--- src/common/ecr_consts.svh ---
// Constants for the echo canceller control and status register bank.
// Assumes byte-wide registers reached at their printed offsets.
`ifndef ECR_CONSTS_SVH
`define ECR_CONSTS_SVH

// Register offsets
`define ECR_ADDR_MAIN 8'h00
`define ECR_ADDR_LCTL 8'h01
`define ECR_ADDR_LSTAT 8'h02
`define ECR_ADDR_ACTL 8'h21
`define ECR_ADDR_ASTAT 8'h22

// Power-up values
`define ECR_RST_VAL 8'h00
`define ECR_ZERO_BYTE 8'h00

// Main control bit positions
`define ECR_MC_RESET 0
`define ECR_MC_HOWL 1
`define ECR_MC_AGC 2
`define ECR_MC_NB 3
`define ECR_MC_BYPASS 4
`define ECR_MC_MUTE_S 5
`define ECR_MC_MUTE_R 6
`define ECR_MC_SCALE 7

// Canceller control bit positions (shared by both cancellers)
`define ECR_CC_SUBBY 0
`define ECR_CC_FREEZE 1
`define ECR_CC_CLEAR 2
`define ECR_CC_OFFNULL 3
`define ECR_CC_NOISE 4
`define ECR_CC_SUPP 5
`define ECR_CC_SPEED 6
`define ECR_CC_TOP 7

// Preset walk: one step per control register
`define ECR_INIT_STEPS 3
`define ECR_IDX_MAIN 2'h0
`define ECR_IDX_LCTL 2'h1
`define ECR_IDX_ACTL 2'h2

`endif

--- src/common/ecr_pkg.sv ---
// Types for the echo canceller control and status register bank.
// Assumes ecr_consts.svh is on the include path.
package ecr_pkg;
    // One register byte
    typedef logic [7:0] ecr_byte_t;
    // Index of the register being preset
    typedef logic [1:0] ecr_idx_t;
    // Preset sequencer states
    typedef enum logic [0:0] {ECR_IDLE, ECR_WALK} ecr_seq_t;
endpackage : ecr_pkg

--- src/common/ecr_init_if.sv ---
// Link between the register bank and its preset sequencer.
// Assumes both ends run on the same clock.
`timescale 1ns/1ns
interface ecr_init_if;
    logic start; // Pulse: begin the preset walk
    logic busy; // Walk in progress
    ecr_pkg::ecr_idx_t index; // Register to preset while busy
    logic done; // Pulse: walk finished
    modport seq (input start, output busy, output index, output done);
    modport ctl (output start, input busy, input index, input done);
endinterface : ecr_init_if

--- src/design/ecr_init_seq.sv ---
// Preset sequencer: walks the control registers one per cycle.
// Assumes start is a single-cycle pulse from the register bank.
`timescale 1ns/1ns
`include "ecr_consts.svh"
module ecr_init_seq (
    // Clock and reset
    input wire logic clk,
    input wire logic rst_n,
    // Link to the register bank
    ecr_init_if.seq init
);
    import ecr_pkg::*;

    // Whole state of the sequencer
    typedef struct packed {
        ecr_seq_t st;
        ecr_idx_t cnt;
        logic done;
    } ecr_seq_state_t;

    ecr_seq_state_t s_q; // Registered state
    ecr_seq_state_t s_d; // Next state

    // Next-state logic
    always_comb begin
        s_d = s_q;
        s_d.done = 1'b0;
        unique case (s_q.st)
            ECR_IDLE: begin
                // Start the walk at the first register
                if (init.start) begin
                    s_d.st = ECR_WALK;
                    s_d.cnt = `ECR_IDX_MAIN;
                end
            end
            ECR_WALK: begin
                // Last register preset, report completion
                if (s_q.cnt == 2'(`ECR_INIT_STEPS - 1)) begin
                    s_d.st = ECR_IDLE;
                    s_d.done = 1'b1;
                end else begin
                    s_d.cnt = s_q.cnt + 2'h1;
                end
            end
        endcase
    end

    // State register
    always_ff @(posedge clk) begin
        if (!rst_n) begin
            s_q <= '{st: ECR_IDLE, cnt: `ECR_IDX_MAIN, done: 1'b0};
        end else begin
            s_q <= s_d;
        end
    end

    assign init.busy = (s_q.st == ECR_WALK);
    assign init.index = s_q.cnt;
    assign init.done = s_q.done;
endmodule : ecr_init_seq

--- src/design/ecr_regs.sv ---
// Control and status register bank of the dual echo canceller.
// Assumes the microport has already turned each access into one
// single-cycle read or write strobe with address and data.
// Functional notes
// - Main control bit 0 presets all three control registers
// - Reset bit clears itself when preset ends
// - Main bit 1 disables howling detector
// - Main bit 2 disables speaker gain control
// - Main bit 3 disables both narrowband detectors
// - Main bit 4 passes both paths through
// - Bits 5, 6 mute send, receive after suppressor
// - Main bit 7 enables two-bit shift mode
// - Shift needs both bits and 16-bit ports
// - Control bit 0 stops estimate subtraction
// - Control bit 1 freezes adaptation
// - Control bit 2 clears filter coefficients
// - Control bit 3 bypasses offset-nulling filter
// - Control bit 4 disables noise filtering
// - Control bit 5 disables residual suppressor
// - Control bit 6 disables adaptation speed control
// - Acoustic bit 7 disables exponential weighting
// - Status bit 0 shows send narrowband
// - Status bit 1 ORs both narrowband flags
// - Status bits 2, 3 show double-talk, suppressor
// - Status bits 5, 6 show howling, receive idle
// - Line status bit 0 shows receive narrowband
`timescale 1ns/1ns
`include "ecr_consts.svh"
module ecr_regs (
    // Clock and reset
    input wire logic clk,
    input wire logic rst_n,
    // Register access from the microport
    input wire logic wr_en,
    input wire logic rd_en,
    input wire ecr_pkg::ecr_byte_t addr,
    input wire ecr_pkg::ecr_byte_t wdata,
    output logic [7:0] rdata,
    output logic rvalid,
    // Detector state
    input wire logic send_narrowband_det,
    input wire logic recv_narrowband_det,
    input wire logic double_talk_det,
    input wire logic suppressor_active_det,
    input wire logic howl_det,
    input wire logic receive_idle_det,
    // Port formats
    input wire logic send_linear16,
    input wire logic recv_linear16,
    // Main control outputs
    output logic howl_detect_off,
    output logic auto_gain_off,
    output logic narrowband_detect_off,
    output logic path_bypass,
    output logic send_mute,
    output logic recv_mute,
    output logic two_bit_scale,
    // Line canceller controls
    output logic line_estimate_subtract_bypass,
    output logic line_adaptation_freeze,
    output logic line_coefficient_clear,
    output logic line_offset_null_bypass,
    output logic line_noise_filter_off,
    output logic line_residual_suppressor_off,
    output logic line_adaptation_freeze_speed_ctrl_off,
    // Acoustic canceller controls
    output logic acou_estimate_subtract_bypass,
    output logic acou_adaptation_freeze,
    output logic acou_coefficient_clear,
    output logic acou_offset_null_bypass,
    output logic acou_noise_filter_off,
    output logic acou_residual_suppressor_off,
    output logic acou_adaptation_freeze_speed_ctrl_off,
    output logic acou_weighting_off
);
    import ecr_pkg::*;

    // Whole state of the bank
    typedef struct packed {
        ecr_byte_t main_control;
        ecr_byte_t line_canceller_control;
        ecr_byte_t acoustic_canceller_control;
        ecr_byte_t acoustic_canceller_status;
        ecr_byte_t line_canceller_status;
        ecr_byte_t rdata;
        logic rvalid;
        logic start;
        logic scale;
    } ecr_state_t;

    ecr_state_t s_q; // Registered state
    ecr_state_t s_d; // Next state
    ecr_init_if init (); // Link to the preset sequencer
    logic wr_ok; // Write accepted this cycle

    // Preset sequencer
    ecr_init_seq u_seq (
        .clk (clk),
        .rst_n (rst_n),
        .init (init)
    );

    // Writes are held off while the preset walk runs,
    // so a late write can never undo a preset step
    assign wr_ok = wr_en && !s_q.main_control[`ECR_MC_RESET];

    // Next-state logic
    always_comb begin
        s_d = s_q;
        s_d.start = 1'b0;
        s_d.rvalid = rd_en;
        // Status tracks the detectors every cycle
        s_d.acoustic_canceller_status = {1'b0, receive_idle_det, howl_det, 1'b0,
            suppressor_active_det, double_talk_det,
            send_narrowband_det | recv_narrowband_det,
            send_narrowband_det};
        s_d.line_canceller_status = {6'h00, send_narrowband_det | recv_narrowband_det,
            recv_narrowband_det};
        // Effective shift needs both enables and both ports linear
        s_d.scale = s_q.main_control[`ECR_MC_SCALE]
            && s_q.line_canceller_control[`ECR_CC_TOP]
            && send_linear16 && recv_linear16;
        // Register writes
        if (wr_ok) begin
            unique case (addr)
                `ECR_ADDR_MAIN: begin
                    if (wdata[`ECR_MC_RESET]) begin
                        // Preset requested, the other written bits are discarded
                        s_d.main_control[`ECR_MC_RESET] = 1'b1;
                        s_d.start = 1'b1;
                    end else begin
                        s_d.main_control = wdata;
                    end
                end
                `ECR_ADDR_LCTL: begin
                    s_d.line_canceller_control = wdata;
                end
                `ECR_ADDR_ACTL: begin
                    s_d.acoustic_canceller_control = wdata;
                end
                default: begin
                    // Status and unmapped offsets ignore writes
                end
            endcase
        end
        // Preset walk, one register per cycle
        if (init.busy) begin
            unique case (init.index)
                `ECR_IDX_MAIN: begin
                    s_d.main_control = `ECR_RST_VAL | 8'h01;
                end
                `ECR_IDX_LCTL: begin
                    s_d.line_canceller_control = `ECR_RST_VAL;
                end
                `ECR_IDX_ACTL: begin
                    s_d.acoustic_canceller_control = `ECR_RST_VAL;
                end
                default: begin
                    // No register at this index
                end
            endcase
        end
        // Reset bit drops on its own when the walk is done
        if (init.done) begin
            s_d.main_control[`ECR_MC_RESET] = 1'b0;
        end
        // Read data, unmapped offsets read zero
        if (rd_en) begin
            unique case (addr)
                `ECR_ADDR_MAIN: s_d.rdata = s_q.main_control;
                `ECR_ADDR_LCTL: s_d.rdata = s_q.line_canceller_control;
                `ECR_ADDR_LSTAT: s_d.rdata = s_q.line_canceller_status;
                `ECR_ADDR_ACTL: s_d.rdata = s_q.acoustic_canceller_control;
                `ECR_ADDR_ASTAT: s_d.rdata = s_q.acoustic_canceller_status;
                default: s_d.rdata = `ECR_ZERO_BYTE;
            endcase
        end
    end

    // State register; synchronous reset zeroes every register,
    // the read answer and the preset request together
    always_ff @(posedge clk) begin
        if (!rst_n) begin
            s_q <= '0;
        end else begin
            s_q <= s_d;
        end
    end

    assign init.start = s_q.start;

    // Bus answer
    assign rdata = s_q.rdata;
    assign rvalid = s_q.rvalid;

    // Main control outputs, straight from the register bits except two_bit_scale, which takes the gated shift
    assign howl_detect_off = s_q.main_control[`ECR_MC_HOWL];
    assign auto_gain_off = s_q.main_control[`ECR_MC_AGC];
    assign narrowband_detect_off = s_q.main_control[`ECR_MC_NB];
    assign path_bypass = s_q.main_control[`ECR_MC_BYPASS];
    assign send_mute = s_q.main_control[`ECR_MC_MUTE_S];
    assign recv_mute = s_q.main_control[`ECR_MC_MUTE_R];
    assign two_bit_scale = s_q.scale;

    // Line canceller controls
    assign line_estimate_subtract_bypass = s_q.line_canceller_control[`ECR_CC_SUBBY];
    assign line_adaptation_freeze = s_q.line_canceller_control[`ECR_CC_FREEZE];
    assign line_coefficient_clear = s_q.line_canceller_control[`ECR_CC_CLEAR];
    assign line_offset_null_bypass = s_q.line_canceller_control[`ECR_CC_OFFNULL];
    assign line_noise_filter_off = s_q.line_canceller_control[`ECR_CC_NOISE];
    assign line_residual_suppressor_off = s_q.line_canceller_control[`ECR_CC_SUPP];
    assign line_adaptation_freeze_speed_ctrl_off = s_q.line_canceller_control[`ECR_CC_SPEED];

    // Acoustic canceller controls
    assign acou_estimate_subtract_bypass = s_q.acoustic_canceller_control[`ECR_CC_SUBBY];
    assign acou_adaptation_freeze = s_q.acoustic_canceller_control[`ECR_CC_FREEZE];
    assign acou_coefficient_clear = s_q.acoustic_canceller_control[`ECR_CC_CLEAR];
    assign acou_offset_null_bypass = s_q.acoustic_canceller_control[`ECR_CC_OFFNULL];
    assign acou_noise_filter_off = s_q.acoustic_canceller_control[`ECR_CC_NOISE];
    assign acou_residual_suppressor_off = s_q.acoustic_canceller_control[`ECR_CC_SUPP];
    assign acou_adaptation_freeze_speed_ctrl_off = s_q.acoustic_canceller_control[`ECR_CC_SPEED];
    assign acou_weighting_off = s_q.acoustic_canceller_control[`ECR_CC_TOP];
endmodule : ecr_regs

--- config.mk ---
export PLATFORM = sky130hd
export DESIGN_NAME = ecr_regs
export DESIGN_NICKNAME = d
export VERILOG_FILES = /design/src/common/ecr_pkg.sv /design/src/common/ecr_init_if.sv /design/src/design/ecr_init_seq.sv /design/src/design/ecr_regs.sv
export VERILOG_INCLUDE_DIRS = /design/src /design/src/common
export SDC_FILE = /design/constraint.sdc
export NUM_CORES = 1
export LEC_CHECK = 0
export ABC_AREA = 1
export BUFFER_PORTS_ARGS = -buffer_cell sky130_fd_sc_hd__buf_2
export CORE_UTILIZATION = 51
export CTS_BUF_LIST = sky130_fd_sc_hd__clkbuf_16
export DETAILED_ROUTE_END_ITERATION = 7
export PLACE_DENSITY = 0.78
export RECOVER_POWER = 25
export SYNTH_ARGS = -nofsm -noshare
export SYNTH_HDL_FRONTEND = slang
export SYNTH_SLANG_ARGS = --single-unit
--- constraint.sdc ---
create_clock -name clk -period 1.3 [get_ports clk]
set_clock_uncertainty 0.05 [all_clocks]
set_input_delay 0.065 -clock clk [delete_from_list [all_inputs] [get_ports clk]]
set_output_delay 0.065 -clock clk [all_outputs]
set_load 0.02 [all_outputs]
# Word-level counts from Yosys, hierarchy flattened
# Cells that the tools add are included.
# totals
ff_bits	55
word_cells	54
# classes
bitwise	3
n_eq_ne	8
muxes	16
reduce_logical	11
add_sub_neg	1
# op_table
op	count
2-to-1 mux 24 bit	2
2-to-1 mux 8 bit	6
case mux 8 bit (5 select lines)	1
== test 8 x 6 -> 1 bit (second input constant)	2
== test 8 x 1 -> 1 bit (second input constant)	1
== test 8 x 2 -> 1 bit (second input constant)	1
logical NOT 8 bit	1
2-to-1 mux 7 bit	1
case mux 3 bit (2 select lines)	1
logical AND 1 bit	4
!= test 2 bit (second input constant)	2
AND reduction 2 bit	2
2-to-1 mux 1 bit	3
2-to-1 mux 3 bit	1
AND reduction 3 bit	1
adder 2 x 1 -> 2 bit (second input constant)	1
== test 2 x 1 -> 1 bit (second input constant)	1
== test 2 bit (second input constant)	1
logical NOT 2 bit	1
2-to-1 mux 2 bit	1
NOT 1 bit	2
OR reduction 2 bit	1
logical NOT 1 bit	1
OR 1 bit	1

# Longest topological paths before layout
# logic_depth
depth_word	5
mapped_depth	9
ltp_nobuf	9

# Hierarchy
# From an unflattened synthesis, not the netlist that was laid out.
# hier_totals
cells_unflattened	280
hier_area_um2	2099.5
# by_module_without_submodules
module	cells_each	instances	area_per_inst_um2	seq_area_each_um2
ecr_regs	258	1	1923.1	840.8
ecr_init_seq	22	1	176.4	80.1

# Worst setup path after synthesis
# Ideal clock, no wire load.
# synth_path
path_kind	flip-flop to flip-flop
start	register u_seq.s_q, in the netlist u_seq.init.index[0]
end	register s_q, in the netlist acou_adaptation_freeze
setup_slack_ps	153
stages_incl_launch_ff	6
synth_period_minus_slack_ps	1147
required_ps	1164
arrival_ps	1012
n_path_buf	0
cell_sequence	dfxtp_1 -> inv_1 -> ha_1 -> nand2_1 -> nand2_1 -> a211oi_1
# synth_via
elab_chain_len	3
# synth_rtl
item	line_no	text
from (decl)	ecr_init_seq.sv:21	ecr_seq_state_t s_q;
from (signal assigned)	ecr_init_seq.sv:51	s_q <= '{st: ECR_IDLE, cnt: `ECR_IDX_MAIN, done: 1'b0};
== test 2 bit	ecr_regs.sv:148	unique case (init.index)
2-to-1 mux 8 bit	ecr_regs.sv:148	
2-to-1 mux 24 bit	ecr_regs.sv:147	if (init.busy) begin
to (signal assigned)	ecr_regs.sv:184	s_q <= '0;
to (signal assigned)	ecr_regs.sv:186	s_q <= s_d;
to (decl)	ecr_regs.sv:91	ecr_state_t s_q;
# Every way passes these cells.
# A chain may end at the register's enable or synchronous reset.

# Worst setup path after layout
# layout_path
start	register s_q[43] in the netlist's numbering
end	register s_q, in the netlist acou_adaptation_freeze_speed_ctrl_off
# layout_via
elab_chain_len	5
# layout_rtl
item	line_no	text
logical NOT 1 bit (*)	ecr_regs.sv:105	assign wr_ok = wr_en && !s_q.main_control[`ECR_MC_RESET];
logical AND 1 bit (*)	ecr_regs.sv:105	
2-to-1 mux 24 bit (*)	ecr_regs.sv:124	if (wr_ok) begin
2-to-1 mux 8 bit	ecr_regs.sv:148	
2-to-1 mux 24 bit (*)	ecr_regs.sv:147	
# Every way passes the cells marked *; elsewhere a longest branch is shown, timed or not.

==> impl_metrics.toml <==
[clock_network]
cts-buffers-inserted = 5
cts.path.max_buffers = 2
cts.htree.levels = 2
ctsRootBufferMaster = "clkbuf_16"
cts_tree = "done"
cts.sinks = 46
insertion_delay_ns = 0.28
clkSlewWorstSetupHoldPaths_ns = 0.06

[global_routing]
grt_max_degree = 17
gr-usage-all-layers = 0.2661
grt_pass1_wl_mm = 8.369
grt_pass1_vias = 1775
antenna_found_initial = 0
gr-total-overflow = 0

[worst_hold_path]
hp-class = "in -> reg"

[timing]
fin_crit_sh = 0.9529
setup_slack_ns = 0.06127
fmax_mhz = 807.3
slew_violations = 0
hold_violations = 1
relSlewSlack = 0.7571
rsz0062_at_grt = "no"
hold-worst-slack_ns = -0.002418
finalSetupViolations = 0
final.min_clock_period_ns = 1.239
worst_slew_pin_slew_ns = 0.3640

[status]
status = "finished, violations left"
violations = "negative hold slack"

[power_and_ir_drop]
peakVddDrop_mv = 0.9054
power_density_mw_per_mm2 = 1080
leakagePower_nw = 1.287

[drt]
wl_per_cell_um = 13.39
routed_wl_mm = 5.222
drt_iter0_markers = 126
drt-pass1-iter-count = 4
ant_nets = 0
vias = 1962
via_per_inst = 5.031
drc_errors = 0

[synth]
ys_seq_area_frac = 0.4491
synth_nets = 308
syn_area_mm2 = 0.002051
netlist-cell-type-count = 24
syn-instance-count = 277
yosys_warnings = 0
ys_seq_elements = 46
syn-mean-instance-area_um2 = 7.403

[die]
ios = 59
coreArea_mm2 = 0.003771
dieWidth_um = 65.41
start_util = 0.5438
rows = 22
die_area_mm2 = 0.004278
die_h_um = 65.41

[place]
io_buffers = 58
dp_hpwl_mm = 3.600
dp_slack_ns = -0.07878
place_congestion = 0.8648

[layout]
drive_gt1_frac = 0.2690
fin_nets = 372
largest_reg_flops = 10
diodes = 0
syn2layout_area_growth_pct = 28.92
largest_register = "s_q"

[worst_setup_path]
worstSetupStartpointType = "flop"
worst-path-max-fanout = 16
crit_type = "reg -> reg"
arrival_ns = 1.38
required_ns = 1.45
crit_path_end_kind = "flop"

[run]
cap_violations = 0
==> final timing paths <==
path,start,end,slack (ns),cells after the start
hold / removal,send_linear16,two_bit_scale$_SDFF_PN0_,-0.002,3
setup / recovery,s_q[43]$_SDFF_PP0_,acou_adaptation_freeze_speed_ctrl_off$_SDFF_PN0_,0.06,6
hold reg to reg,u_seq.init.done$_SDFF_PN0_,s_q[43]$_SDFF_PP0_,0.35,1
setup reg to reg,s_q[43]$_SDFF_PP0_,acou_adaptation_freeze_speed_ctrl_off$_SDFF_PN0_,0.06,6
==> layer usage <==
layer	wire length, µm	vias to the layer above	GRT usage
li1	-	1002	-
met1	2330	875	0.3470
met2	2493	77	0.4304
met3	311	8	0.06597
met4	87	0	0.08152
met5	0	-	0
==> layout make-up <==
class                           instances  area (µm²)
Sequential cell                        46       923.4
Clock inverter                          3       16.27
Multi-Input combinational cell        178       977.2
Clock buffer                            5       125.1
Inverter                               39       146.4
Tap cell                               48       60.06
Fill cell                             323        1127
Timing Repair Buffer                   71       395.4
==> cell families after synthesis <==
logic type,after synthesis,synth area share
flops,46,0.4491
buf+inv,54,0.1220
simple gates,138,0.3020
compound gates,36,0.1086
fa+ha+maj,3,0.01831
==> per-stage QoR <==
stage	setup TNS, ns	power, W	area [µm²]	util	instances
4_1_cts	-0.01764	0.002848	2559	0.6785	389
3_3_place_gp	0	0.001626	2342	0.6211	374
6_report	0	0.002855	2644	0.7011	390
2_1_floorplan	0	0.001547	2051	-	277
3_5_place_dp	-0.4442	0.001629	2342	0.6211	374
5_1_grt	0	0.002957	2644	0.7011	390
==> power by group <==
part	internal, W	switching [W]	total (W)
sequential	0.00143	0.00000844	0.00144
clock	0.000702	0.000528	0.00123
combinational	0.0000746	0.000114	0.000189
==> critical path: stages, from the launching register on <==
cell and delay (ns):
dfxtp_1 0.37, inv_1 0.05, nand2_1 0.14, inv_2 0.11
nand2_4 0.19, nor2_1 0.06, a211oi_1 0.17
==> layout by cell type, fill, tap and decap left out, drive strengths merged <==
cell,count
ha,3
and2,1
nor3,8
nand3b,2
a21oi,11
dfxtp,46
nand2,59
buf,56
o211ai,1
clkinvlp,1
a211oi,16
dlygate4sd3,7
o21ai,8
nor2,49
nand4,1
nand3,19
clkinv,2
clkbuf,13
inv,39
==> Yosys cell counts <==
| cell type | count | area share |
|---|---|---|
| a211oi_1 | 16 | 0.059 |
| a21oi_1 | 11 | 0.027 |
| and2_4 | 1 | 0.0043 |
| buf_2 | 2 | 0.0049 |
| buf_4 | 8 | 0.029 |
| buf_6 | 2 | 0.011 |
| clkbuf_1 | 3 | 0.0055 |
| dfxtp_1 | 46 | 0.45 |
| ha_1 | 3 | 0.018 |
| inv_1 | 38 | 0.070 |
| inv_2 | 1 | 0.0018 |
| nand2_1 | 56 | 0.10 |
| nand2_2 | 2 | 0.0061 |
| nand2_4 | 1 | 0.0055 |
| nand3_1 | 19 | 0.046 |
| nand3b_4 | 1 | 0.0098 |
| nand4_1 | 1 | 0.0031 |
| nor2_1 | 44 | 0.081 |
| nor2_2 | 3 | 0.0092 |
| nor2_4 | 1 | 0.0055 |
| nor2_8 | 1 | 0.0098 |
| nor3_1 | 8 | 0.020 |
| o211ai_1 | 1 | 0.0037 |
| o21ai_0 | 8 | 0.020 |
==> timing repair <==
item | in CTS | in global routing
pin swaps | 0 | 1
setup buffers | 0 | 0
hold buffers | 7 | 0
endpoints found under the setup margin | 14 | 25
hold endpoints to repair | 8 | 0
resized for setup | 2 | 21
cloned | 0 | 1
No activity file was read; power rests on OpenSTA's default activity.
